File: config.mk
export PLATFORM = sky130hd
export DESIGN_NAME = sfcs_state
export DESIGN_NICKNAME = d
export VERILOG_FILES = /design/src/rtl/sfcs_pkg.sv /design/src/rtl/sfcs_state.sv
export SDC_FILE = /design/constraint.sdc
export NUM_CORES = 2
export LEC_CHECK = 0
export ABC_AREA = 1
export BUFFER_PORTS_ARGS = -buffer_cell sky130_fd_sc_hd__clkbuf_2
export CAP_MARGIN = 10
export CORE_MARGIN = 2
export CORE_UTILIZATION = 50
export DETAILED_ROUTE_END_ITERATION = 12
export PLACE_DENSITY = 0.78
export SETUP_SLACK_MARGIN = 0.5
export SYNTH_ARGS = -nofsm -noshare
export SYNTH_HDL_FRONTEND = slang
export SYNTH_SLANG_ARGS = --single-unit
export TNS_END_PERCENT = 20
File: constraint.sdc
create_clock -name sys_clk -period 1.5 [get_ports sys_clk]
set_input_delay 0.225 -clock sys_clk [delete_from_list [all_inputs] [get_ports sys_clk]]
set_output_delay 0.225 -clock sys_clk [all_outputs]
set_load 0.03 [all_outputs]
File: src/rtl/sfcs_pkg.sv
// package: constants for the simd fp control/status block
package sfcs_pkg;
    localparam int unsigned SFCS_CSR_W = 32;
    localparam int unsigned SFCS_VEC_W = 128;
    localparam int unsigned SFCS_VEC_N = 8;
    localparam int unsigned SFCS_VIDX_W = 3;
    // control/status field positions
    localparam int unsigned SFCS_FLAG_LO = 0;
    localparam int unsigned SFCS_FLAG_HI = 5;
    localparam int unsigned SFCS_DAZ_BIT = 6;
    localparam int unsigned SFCS_MASK_LO = 7;
    localparam int unsigned SFCS_MASK_HI = 12;
    localparam int unsigned SFCS_RND_LO = 13;
    localparam int unsigned SFCS_RND_HI = 14;
    localparam int unsigned SFCS_FTZ_BIT = 15;
    localparam logic [31:0] SFCS_CSR_RESET = 32'h0000_1F80;
    localparam logic [31:0] SFCS_WMASK_NODAZ = 32'h0000_FFBF;
    localparam logic [31:0] SFCS_WMASK_DAZ = 32'h0000_FFFF;
    // identify query leaf 1 result bits
    localparam int unsigned SFCS_ID_SAVE_BIT = 24;
    localparam int unsigned SFCS_ID_EXT1_BIT = 25;
    localparam int unsigned SFCS_ID_EXT2_BIT = 26;
    localparam logic [31:0] SFCS_ID_LEAF1 = 32'h0000_0001;
    // control register bit positions
    localparam int unsigned SFCS_FPU_EMULATION_BIT_BIT = 2;
    localparam int unsigned SFCS_NUMERIC_ERROR_REPORT_BIT_BIT = 5;
    localparam int unsigned SFCS_CR4_SAVE_BIT = 9;
    localparam int unsigned SFCS_CR4_EXC_BIT = 10;
    // fault codes
    typedef enum logic [3:0] {
        SFCS_FLT_NONE = 4'h0,
        SFCS_FLT_UD = 4'h1,
        SFCS_FLT_GP = 4'h2,
        SFCS_FLT_XF = 4'h4
    } sfcs_fault_e;
endpackage

File: src/rtl/sfcs_state.sv
// module: simd fp control/status register and vector register bank
// Functional notes
// RQ1 - simd faults never drive numeric error out
// RQ2 - ignore numeric error input has no effect
// RQ3 - simd flags and masks kept apart from x87
// RQ4 - rounding fields of simd and x87 independent
// RQ5 - unmasking a set flag raises no fault
// RQ6 - software should keep flush-to-zero at zero
// RQ7 - identify leaf 1 reports extensions, bits 25,26
// RQ8 - identify leaf 1 bit 24 reports state save
// RQ9 - os sets save and exception enable bits
// RQ10 - software checks emulation bit is zero
// RQ11 - unsupported simd instruction raises invalid opcode
// RQ12 - saved write mask zero or bit 6 set
// RQ13 - setting unsupported daz bit raises protection fault
// RQ14 - reset sets six exception mask bits
// RQ15 - reset clears six sticky flag bits
// RQ16 - reset loads rounding field with nearest
// RQ17 - reset clears flush-to-zero bit
// RQ18 - reset clears denormal-as-zero bit
// RQ19 - reset zeroes vectors, csr becomes 1F80
// RQ20 - soft init leaves vectors and csr unchanged
// RQ21 - unmasked exception without os enable: invalid opcode
// RQ22 - write setting reserved bits rejected, no change
`timescale 1ns/1ps
`default_nettype none
module sfcs_state
    import sfcs_pkg::*;
#(
    parameter bit HAS_DAZ = 1'b1,
    parameter bit HAS_EXT1 = 1'b1,
    parameter bit HAS_EXT2 = 1'b1,
    parameter bit HAS_SAVE = 1'b1
) (
    // clock and reset
    input wire logic sys_clk,
    input wire logic rst_b,
    // soft init pin, leaves state untouched
    input wire logic soft_init,
    // x87 side pins
    input wire logic ignore_numeric_error_in,
    input wire logic x87_error_in,
    output logic numeric_error_out,
    // control register bits
    input wire logic fpu_emulation_bit,
    input wire logic numeric_error_report_bit,
    input wire logic os_state_save_enable,
    input wire logic os_simd_exception_enable,
    // control/status write and read
    input wire logic csr_wr,
    input wire logic [31:0] csr_wdata,
    output logic [31:0] simd_fp_control_status,
    output logic [31:0] control_write_mask,
    // vector register access
    input wire logic vec_wr,
    input wire logic [SFCS_VIDX_W-1:0] vec_idx,
    input wire logic [SFCS_VEC_W-1:0] vec_wdata,
    output logic [SFCS_VEC_W-1:0] vec_rdata,
    // instruction issue and exception report
    input wire logic simd_issue,
    input wire logic simd_ext2,
    input wire logic simd_needs_save,
    input wire logic exc_valid,
    input wire logic [5:0] exc_flags,
    // identify query
    input wire logic id_req,
    input wire logic [31:0] id_leaf,
    output logic [31:0] id_result,
    // fault and rounding outputs
    output logic [3:0] fault,
    output logic fault_valid,
    output logic [1:0] simd_round_mode
);
    // csr fields, one register each
    logic [5:0] flags_r;
    logic [5:0] masks_r;
    logic daz_r;
    logic [1:0] rnd_r;
    logic ftz_r;
    logic [31:0] csr_r;
    // vector bank
    logic [SFCS_VEC_W-1:0] vec_r [SFCS_VEC_N];
    logic [SFCS_VEC_N-1:0] vec_we;
    // write side
    logic [31:0] wmask;
    logic wr_take;
    logic wr_ok;
    logic wr_load;
    // instruction side
    logic op_take;
    logic ext_missing;
    logic emu_on;
    logic save_missing;
    logic op_refused;
    logic exc_take;
    logic [5:0] unmasked;
    logic unmasked_hit;
    logic [3:0] fault_nxt;
    // identify and pin side
    logic [31:0] id_nxt;
    logic id_is_leaf1;
    logic numeric_error_nxt;
    logic unused_ok;

    // elaboration checks on the layout constants
    if (SFCS_VEC_N != (1 << SFCS_VIDX_W)) begin : g_bad_vec_count
        $error("vector count and index width disagree");
    end
    if (SFCS_CSR_W != 32) begin : g_bad_csr_width
        $error("control/status register must be 32 bits");
    end
    if (SFCS_FLAG_HI - SFCS_FLAG_LO != 5) begin : g_bad_flag_field
        $error("flag field must hold six bits");
    end
    if (SFCS_MASK_HI - SFCS_MASK_LO != 5) begin : g_bad_mask_field
        $error("mask field must hold six bits");
    end
    if (SFCS_RND_HI - SFCS_RND_LO != 1) begin : g_bad_round_field
        $error("rounding field must hold two bits");
    end
    if (SFCS_FLAG_HI + 1 != SFCS_DAZ_BIT ||
            SFCS_DAZ_BIT + 1 != SFCS_MASK_LO ||
            SFCS_MASK_HI + 1 != SFCS_RND_LO ||
            SFCS_RND_HI + 1 != SFCS_FTZ_BIT) begin : g_bad_field_order
        $error("control/status fields must be contiguous");
    end
    if (SFCS_CSR_RESET[31:16] != 16'h0000) begin : g_bad_reset_value
        $error("reset value sets reserved bits");
    end
    if (SFCS_WMASK_NODAZ[SFCS_DAZ_BIT] ||
            !SFCS_WMASK_DAZ[SFCS_DAZ_BIT]) begin : g_bad_wmask_daz
        $error("write masks disagree on the denormal bit");
    end
    if (SFCS_WMASK_DAZ[31:16] != 16'h0000 ||
            SFCS_WMASK_NODAZ[31:16] != 16'h0000) begin : g_bad_wmask_top
        $error("write masks allow reserved upper bits");
    end
    if (SFCS_ID_SAVE_BIT > 31 || SFCS_ID_EXT1_BIT > 31 ||
            SFCS_ID_EXT2_BIT > 31) begin : g_bad_id_bits
        $error("identify bits outside the result word");
    end

    // clears the bits that the write mask leaves out
    function automatic logic [31:0] reserved_clear(input logic [31:0] v,
            input logic [31:0] m);
        reserved_clear = v & m;
    endfunction

    // one-hot select of a vector register
    function automatic logic [SFCS_VEC_N-1:0] vec_onehot(
            input logic [SFCS_VIDX_W-1:0] idx);
        vec_onehot = '0;
        vec_onehot[idx] = 1'b1;
    endfunction

    // write side of the control/status register
    assign wmask = HAS_DAZ ? SFCS_WMASK_DAZ : SFCS_WMASK_NODAZ;
    assign wr_take = csr_wr && !simd_issue;
    assign wr_ok = (reserved_clear(csr_wdata, wmask) == csr_wdata); // [RQ13]
    assign wr_load = wr_take && wr_ok; // [RQ22]

    // instruction side checks
    assign op_take = simd_issue;
    assign ext_missing = simd_ext2 ? !HAS_EXT2 : !HAS_EXT1; // [RQ11]
    assign emu_on = fpu_emulation_bit;
    assign save_missing = simd_needs_save && !os_state_save_enable;
    assign op_refused = ext_missing || emu_on || save_missing; // [RQ11]
    assign exc_take = op_take && exc_valid;
    assign unmasked = exc_flags & ~masks_r; // [RQ5]
    assign unmasked_hit = exc_take && (unmasked != 6'h00); // [RQ5]

    // fault decode, invalid opcode first
    always_comb begin
        fault_nxt = SFCS_FLT_NONE;
        if (op_take) begin
            if (op_refused) begin
                fault_nxt = SFCS_FLT_UD; // [RQ11]
            end else if (unmasked_hit) begin
                if (os_simd_exception_enable) begin
                    fault_nxt = SFCS_FLT_XF; // [RQ3]
                end else begin
                    fault_nxt = SFCS_FLT_UD; // [RQ21]
                end
            end
        end else if (csr_wr && !wr_ok) begin
            fault_nxt = SFCS_FLT_GP; // [RQ13] [RQ22]
        end
    end

    // sticky flags and masks, one bit per exception kind
    for (genvar g = 0; g < 6; g++) begin : g_exc
        always_ff @(posedge sys_clk or negedge rst_b) begin
            if (!rst_b) begin
                flags_r[g] <= SFCS_CSR_RESET[SFCS_FLAG_LO + g]; // [RQ15]
            end else if (exc_take && exc_flags[g]) begin
                flags_r[g] <= 1'b1; // [RQ3]
            end else if (wr_load) begin
                flags_r[g] <= csr_wdata[SFCS_FLAG_LO + g];
            end
        end
        always_ff @(posedge sys_clk or negedge rst_b) begin
            if (!rst_b) begin
                masks_r[g] <= SFCS_CSR_RESET[SFCS_MASK_LO + g]; // [RQ14]
            end else if (wr_load) begin
                masks_r[g] <= csr_wdata[SFCS_MASK_LO + g]; // [RQ5]
            end
        end
    end

    // denormal-as-zero bit, held at zero when absent
    always_ff @(posedge sys_clk or negedge rst_b) begin
        if (!rst_b) begin
            daz_r <= SFCS_CSR_RESET[SFCS_DAZ_BIT]; // [RQ18]
        end else if (wr_load && HAS_DAZ) begin
            daz_r <= csr_wdata[SFCS_DAZ_BIT]; // [RQ13]
        end
    end

    // rounding field, private to the simd side
    always_ff @(posedge sys_clk or negedge rst_b) begin
        if (!rst_b) begin
            rnd_r <= SFCS_CSR_RESET[SFCS_RND_HI:SFCS_RND_LO]; // [RQ16]
        end else if (wr_load) begin
            rnd_r <= csr_wdata[SFCS_RND_HI:SFCS_RND_LO]; // [RQ4]
        end
    end

    // flush-to-zero control
    always_ff @(posedge sys_clk or negedge rst_b) begin
        if (!rst_b) begin
            ftz_r <= SFCS_CSR_RESET[SFCS_FTZ_BIT]; // [RQ17]
        end else if (wr_load) begin
            ftz_r <= csr_wdata[SFCS_FTZ_BIT];
        end
    end

    // assembled register, reserved bits read as zero
    // soft init reaches none of the fields [RQ20]
    assign csr_r = {16'h0000, ftz_r, rnd_r, masks_r, daz_r, flags_r}; // [RQ19]

    // vector registers, soft init has no path in [RQ20]
    assign vec_we = vec_wr ? vec_onehot(vec_idx) : '0;
    for (genvar v = 0; v < SFCS_VEC_N; v++) begin : g_vec
        always_ff @(posedge sys_clk or negedge rst_b) begin
            if (!rst_b) begin
                vec_r[v] <= '0; // [RQ19]
            end else if (vec_we[v]) begin
                vec_r[v] <= vec_wdata;
            end
        end
    end

    // identify query answer
    assign id_is_leaf1 = (id_leaf == SFCS_ID_LEAF1);
    always_comb begin
        id_nxt = 32'h0000_0000;
        if (id_is_leaf1) begin
            id_nxt[SFCS_ID_SAVE_BIT] = HAS_SAVE; // [RQ8]
            id_nxt[SFCS_ID_EXT1_BIT] = HAS_EXT1; // [RQ7]
            id_nxt[SFCS_ID_EXT2_BIT] = HAS_EXT2; // [RQ7]
        end
    end

    // numeric error pin sees only the x87 side
    assign numeric_error_nxt = x87_error_in &&
        !numeric_error_report_bit; // [RQ1]

    // control/status readback and rounding output
    always_ff @(posedge sys_clk or negedge rst_b) begin
        if (!rst_b) begin
            simd_fp_control_status <= SFCS_CSR_RESET;
            simd_round_mode <= SFCS_CSR_RESET[SFCS_RND_HI:SFCS_RND_LO];
        end else begin
            simd_fp_control_status <= csr_r;
            simd_round_mode <= rnd_r; // [RQ4]
        end
    end

    // saved write mask, zero when the bit is absent
    always_ff @(posedge sys_clk or negedge rst_b) begin
        if (!rst_b) begin
            control_write_mask <= 32'h0000_0000;
        end else begin
            control_write_mask <= HAS_DAZ ? wmask : 32'h0000_0000; // [RQ12]
        end
    end

    // vector read port
    always_ff @(posedge sys_clk or negedge rst_b) begin
        if (!rst_b) begin
            vec_rdata <= '0;
        end else begin
            vec_rdata <= vec_r[vec_idx];
        end
    end

    // fault report, registered one cycle after the decode
    always_ff @(posedge sys_clk or negedge rst_b) begin
        if (!rst_b) begin
            fault <= SFCS_FLT_NONE;
            fault_valid <= 1'b0;
        end else begin
            fault <= fault_nxt;
            fault_valid <= (fault_nxt != SFCS_FLT_NONE);
        end
    end

    // numeric error pin, ignore pin has no say [RQ2]
    always_ff @(posedge sys_clk or negedge rst_b) begin
        if (!rst_b) begin
            numeric_error_out <= 1'b0;
        end else begin
            numeric_error_out <= numeric_error_nxt; // [RQ1]
        end
    end

    // identify result, held until the next query
    always_ff @(posedge sys_clk or negedge rst_b) begin
        if (!rst_b) begin
            id_result <= 32'h0000_0000;
        end else if (id_req) begin
            id_result <= id_nxt;
        end
    end

    // pins that must not touch any state [RQ2] [RQ20]
    assign unused_ok = ignore_numeric_error_in & soft_init;
endmodule // sfcs_state
`default_nettype wire

-- After elaboration in Yosys (flattened, before gate mapping)
Cells that the tools add are included.
- bits in read-only memories: 0
- memories: 0
- output and inout port bits: 232
- flip-flop bits (word level): 1196
- latch bits: 0
- bits of input ports: 217
- memory bits (writable): 0
- equality and inequality tests: 1
- multiply operators: 0
- order comparisons: 3
- div/mod/pow operators: 0
- bitwise logic cells: 3
- $add $sub $neg: 0
- multiplexer cells: 24
- shift operators: 0
- reduce and logical (&&, ||, !) cells: 28
- operator list (operator ; number):
    128-bit binary-select mux with 3-bit select ; 1
    128-bit 2-to-1 mux ; 2
    32-bit by 1-bit == test with 1-bit output (second input constant) ; 1
    16-bit zero test ; 1
    1-bit logical AND ; 14
    1-bit 2-to-1 mux ; 13
    4-bit 2-to-1 mux ; 3
    2-bit nonzero test ; 6
    8-bit 2-to-1 mux ; 1
    6-bit bitwise AND ; 1
    3-bit 2-to-1 mux ; 2
    6-bit NOT ; 1
    6-bit nonzero test ; 1
    4-bit greater-or-equal comparator (second input constant) ; 1
    1-bit zero test ; 4
    3-bit by 4-bit < comparator with 1-bit output (second input constant) ; 1
    3-bit NOT with 4-bit output ; 1
    4-bit nonzero test ; 1
    1-bit demux with 3-bit select ; 1
    3-bit by 1-bit greater-or-equal comparator with 1-bit output (second input constant) ; 1
    2-bit 2-to-1 mux ; 1
    1-bit logical OR ; 1

-- Logic depth before layout (Yosys ltp)
- depth in word-level cells: 8
- depth in mapped cells: 9

-- Worst setup path before layout
Ideal clock, no wire load.
- path type: input-to-reg
- from: in csr_wdata[31]
- to: reg flags_r[1] (netlist: csr_r[1])
- setup slack: 250 ps
- required time: 1375 ps
- data arrival time: 1126 ps
- stages on the path: 7
- buffers on the path: 1
- cells stage by stage: nor2_1 -> nand2_1 -> nor2_2 -> nand3_2 -> clkbuf_1 -> nand2_1 -> nand3_1
- longest elaborated chain between the ends: 3
- RTL lines (element ; RTL line ; RTL):
    from (decl) ; sfcs_state.sv:51 ; input wire logic [31:0] csr_wdata,
    16-bit zero test ; sfcs_state.sv:159 ; assign wr_ok = (reserved_clear(csr_wdata, wmask) == csr_wdata);
    1-bit logical AND ; sfcs_state.sv:160 ; assign wr_load = wr_take && wr_ok;
    2-bit nonzero test (no source line) ; - ;
    to (signal, indexed assignment) ; sfcs_state.sv:194 ; flags_r[g] <= SFCS_CSR_RESET[SFCS_FLAG_LO + g];
    to (signal, indexed assignment) ; sfcs_state.sv:198 ; flags_r[g] <= csr_wdata[SFCS_FLAG_LO + g];
    to (decl) ; sfcs_state.sv:75 ; logic [5:0] flags_r;
Every way passes these cells.
A chain may end at the register's enable or synchronous reset.

-- Final worst setup path
- from: reg control_write_mask[0] (netlist name)
- to: out control_write_mask[6]
- RTL lines (element ; RTL line ; RTL):
    to (decl) ; sfcs_state.sv:53 ; output logic [31:0] control_write_mask,
No word-level cell between the ends.

==> flow_summary.json <==
{
  "die_height_um": 319,
  "area_growth_pct": 28.64,
  "synth_largest_area_cell": "dfrtp_1",
  "totalWireLength_um": 146300,
  "critPathArrivalTime_ns": 1.45,
  "leakagePower_uw": 0.02982,
  "root_buffer": "clkbuf_16",
  "rows": 115,
  "ys.flop_type": "dfrtp_1",
  "core_area_um2": 98420,
  "power_density_nw_per_um2": 1372,
  "yosysSeqAreaShare_pct": 60.10,
  "clock-sinks": 1191,
  "multi_input_area_um2": 17320,
  "skew_ns": 0.02629,
  "vias": 41960,
  "cts_max_path_buffers": 3,
  "crit_type": "flip-flop to output port",
  "async_flop_share_pct": 100.0,
  "die-area_um2": 101800,
  "first_iter_violations": 4393,
  "path_max_fanout": 8,
  "htree_levels": 3,
  "cts_tree": "yes",
  "tightest_slew_ns": 0.5919,
  "grt_pass1_vias": 42300,
  "status": "finished, violations left",
  "ys_top_cells_by_count": "o21ai_0, nand2_1, dfrtp_1, inv_1, o21a_1",
  "violations": "setup timing",
  "total_power_uw": 87560,
  "seq_area_um2": 29830,
  "worst_skew_pair.late_latency_ns": 0.72,
  "drive_gt1_share_pct": 17.92,
  "max_cap_viol_count": 0,
  "ys_ff_latch": 1191,
  "start_kind": "flip-flop",
  "port_buffers": 383,
  "synth_area_per_cell_um2": 9.403,
  "path_clk_slew_ns": 0.06,
  "endpoint_kind": "output port",
  "postLayoutCoreUtil_pct": 64.85,
  "path_cells": "buf_12, buf_8",
  "finalHoldViolCount": 0,
  "grt_pass1_wl_um": 232100,
  "critPathMaxStageDelay_ns": 0.45,
  "slew_headroom_pct": 60.54,
  "min_path_type": "input pin to flip-flop",
  "synth_area_leaders": "dfrtp_1, o21ai_0, nand2_1",
  "io_pins": 449,
  "syn-instance-count": 5276,
  "fin_nets": 6099,
  "yosysWarnings": 0,
  "die_w_um": 319,
  "fin_hold_ws_ns": 0.07650,
  "max_freq_ghz": 0.5973,
  "worst_slack_ns": -0.1743,
  "drv_slew": 0,
  "finalSetupViolCount": 56,
  "fin_crit_ns": 1.674,
  "start_util_pct": 50.41,
  "grt-ovfl-total": 0,
  "avgRoutedWirePerCell_um": 20.11,
  "ir_drop_mv": 1.052,
  "timing.final.crit_share_pct": 111.6,
  "tns_ns": -4.092,
  "n_fill_cell": 7198,
  "routed_via_density": 5.767,
  "synth_top_area_share_pct": 59.47,
  "antenna_found_initial": 11,
  "grt_max_degree": 108,
  "synth_edf_count": 0,
  "syn-cell-area_um2": 49610,
  "yosysMostFrequentCell": "o21ai_0",
  "slowest_stage": "dfrtp_2",
  "ys_types": 23,
  "gp_congestion": 0.8357,
  "cts_buffers": 120,
  "ant_nets": 0,
  "hpwl_um": 86160,
  "required_ns": 1.27,
  "dr.pass1.iters": 8,
  "drcViolationCount": 0,
  "rsz0062_at_grt": "true",
  "dp_slack_ns": -0.1519,
  "gr-usage-all-layers_pct": 28.41
}
## per-stage QoR
stage / area, um2 / std cells
finish: 63820 / 7275
global route: 63820 / 7272
CTS: 63150 / 7264
detailed placement: 55330 / 6842
global placement: 55330 / 6842
floorplan: 50400 / 5337
## registers in the layout, indices dropped and copies added, names as in the netlist, 2 cells and up
name / cells
csr_r: 12
simd_fp_control_status: 15
vec_r: 1024
fault: 3
vec_rdata: 128
rnd_r: 2
## layout by cell type (no fill, tap or decap), drive strengths merged
cell type     netlist  routed
o2111ai           128     128
dfrtp            1179    1179
clkinvlp            0       8
buf               287     486
dfstp              12      12
diode               0       6
nand4              10      10
o21ai            1414    1414
nor2              168     168
o211ai            129     129
clkbuf            189     386
dlymetal6s4s        0       5
a21oi               5       5
nand2            1201    1201
nor3                1       1
clkinv              0      24
a21o                1       1
dlygate4sd3         0     196
inv               286     288
conb                2      63
nand3               8       8
o21a              256     256
bufinv              0      14
## report_power, final
| part | internal (uW) | switching [uW] |
|---|---|---|
| logic | 6230 | 8330 |
| clock network | 18800 | 12800 |
| registers | 38000 | 3400 |
## cell type report
| cell class | instances | area share, % |
|---|---|---|
| tap | 1287 | 2.523 |
| timing repair buffer | 899 | 15.28 |
| clock inverter | 48 | 1.043 |
| multi-input combinational | 3384 | 27.13 |
| sequential | 1191 | 46.73 |
| antenna | 6 | 0.02353 |
| clock buffer | 174 | 5.560 |
| inverter | 286 | 1.706 |
## logic make-up (layout without fill, tap and decap cells)
family | Yosys count | after routing | synth area share, %
flip-flops | 1191 | 1191 | 60.10
AND/OR/NAND/NOR | 1388 | 1388 | 10.60
buffers and inverters | 762 | 1407 | 6.867
AO/OA/AOI/OAI | 1933 | 1933 | 22.41
other | 2 | 69 | 0.01514
## layer usage
layer | track usage [%] | routed length [um] | up-vias
met5 | 0 | 86 | -
met4 | 12.23 | 5596 | 14
met3 | 4.261 | 10550 | 396
met2 | 46.51 | 71260 | 1949
met1 | 37.90 | 58840 | 20720
li1 | - | - | 18870
## critical path: cells and delay by family, from the launching register on
kind / cells / cell delay [ns]
DFF: 1 / 0.45
buffers and inverters: 2 / 0.30
## repair_timing
action                     in CTS  in global routing
buffers inserted                2                  1
gates cloned                    0                  0
resized for setup             381                346
pin swaps                      23                 85
hold buffers                  198                  4
hold endpoints to repair     2072                  4
setup endpoints to repair     192                261
## final timing paths
path                                             from                   endpoint  slack, ns  cells past startpoint
worst max-delay path            control_write_mask[0]      control_write_mask[6]      -0.17                      2
worst min-delay path                       simd_issue                   fault[2]       0.08                      6
worst max register to register               csr_r[8]                fault_valid       0.11                      9
worst min register to register               csr_r[8]  simd_fp_control_status[8]       0.37                      0
max in group asynchronous                       rst_b                 vec_r[817]       0.63                      3
min in group asynchronous                       rst_b             vec_rdata[112]       0.27                      3
No activity file was read; power rests on OpenSTA's default activity.
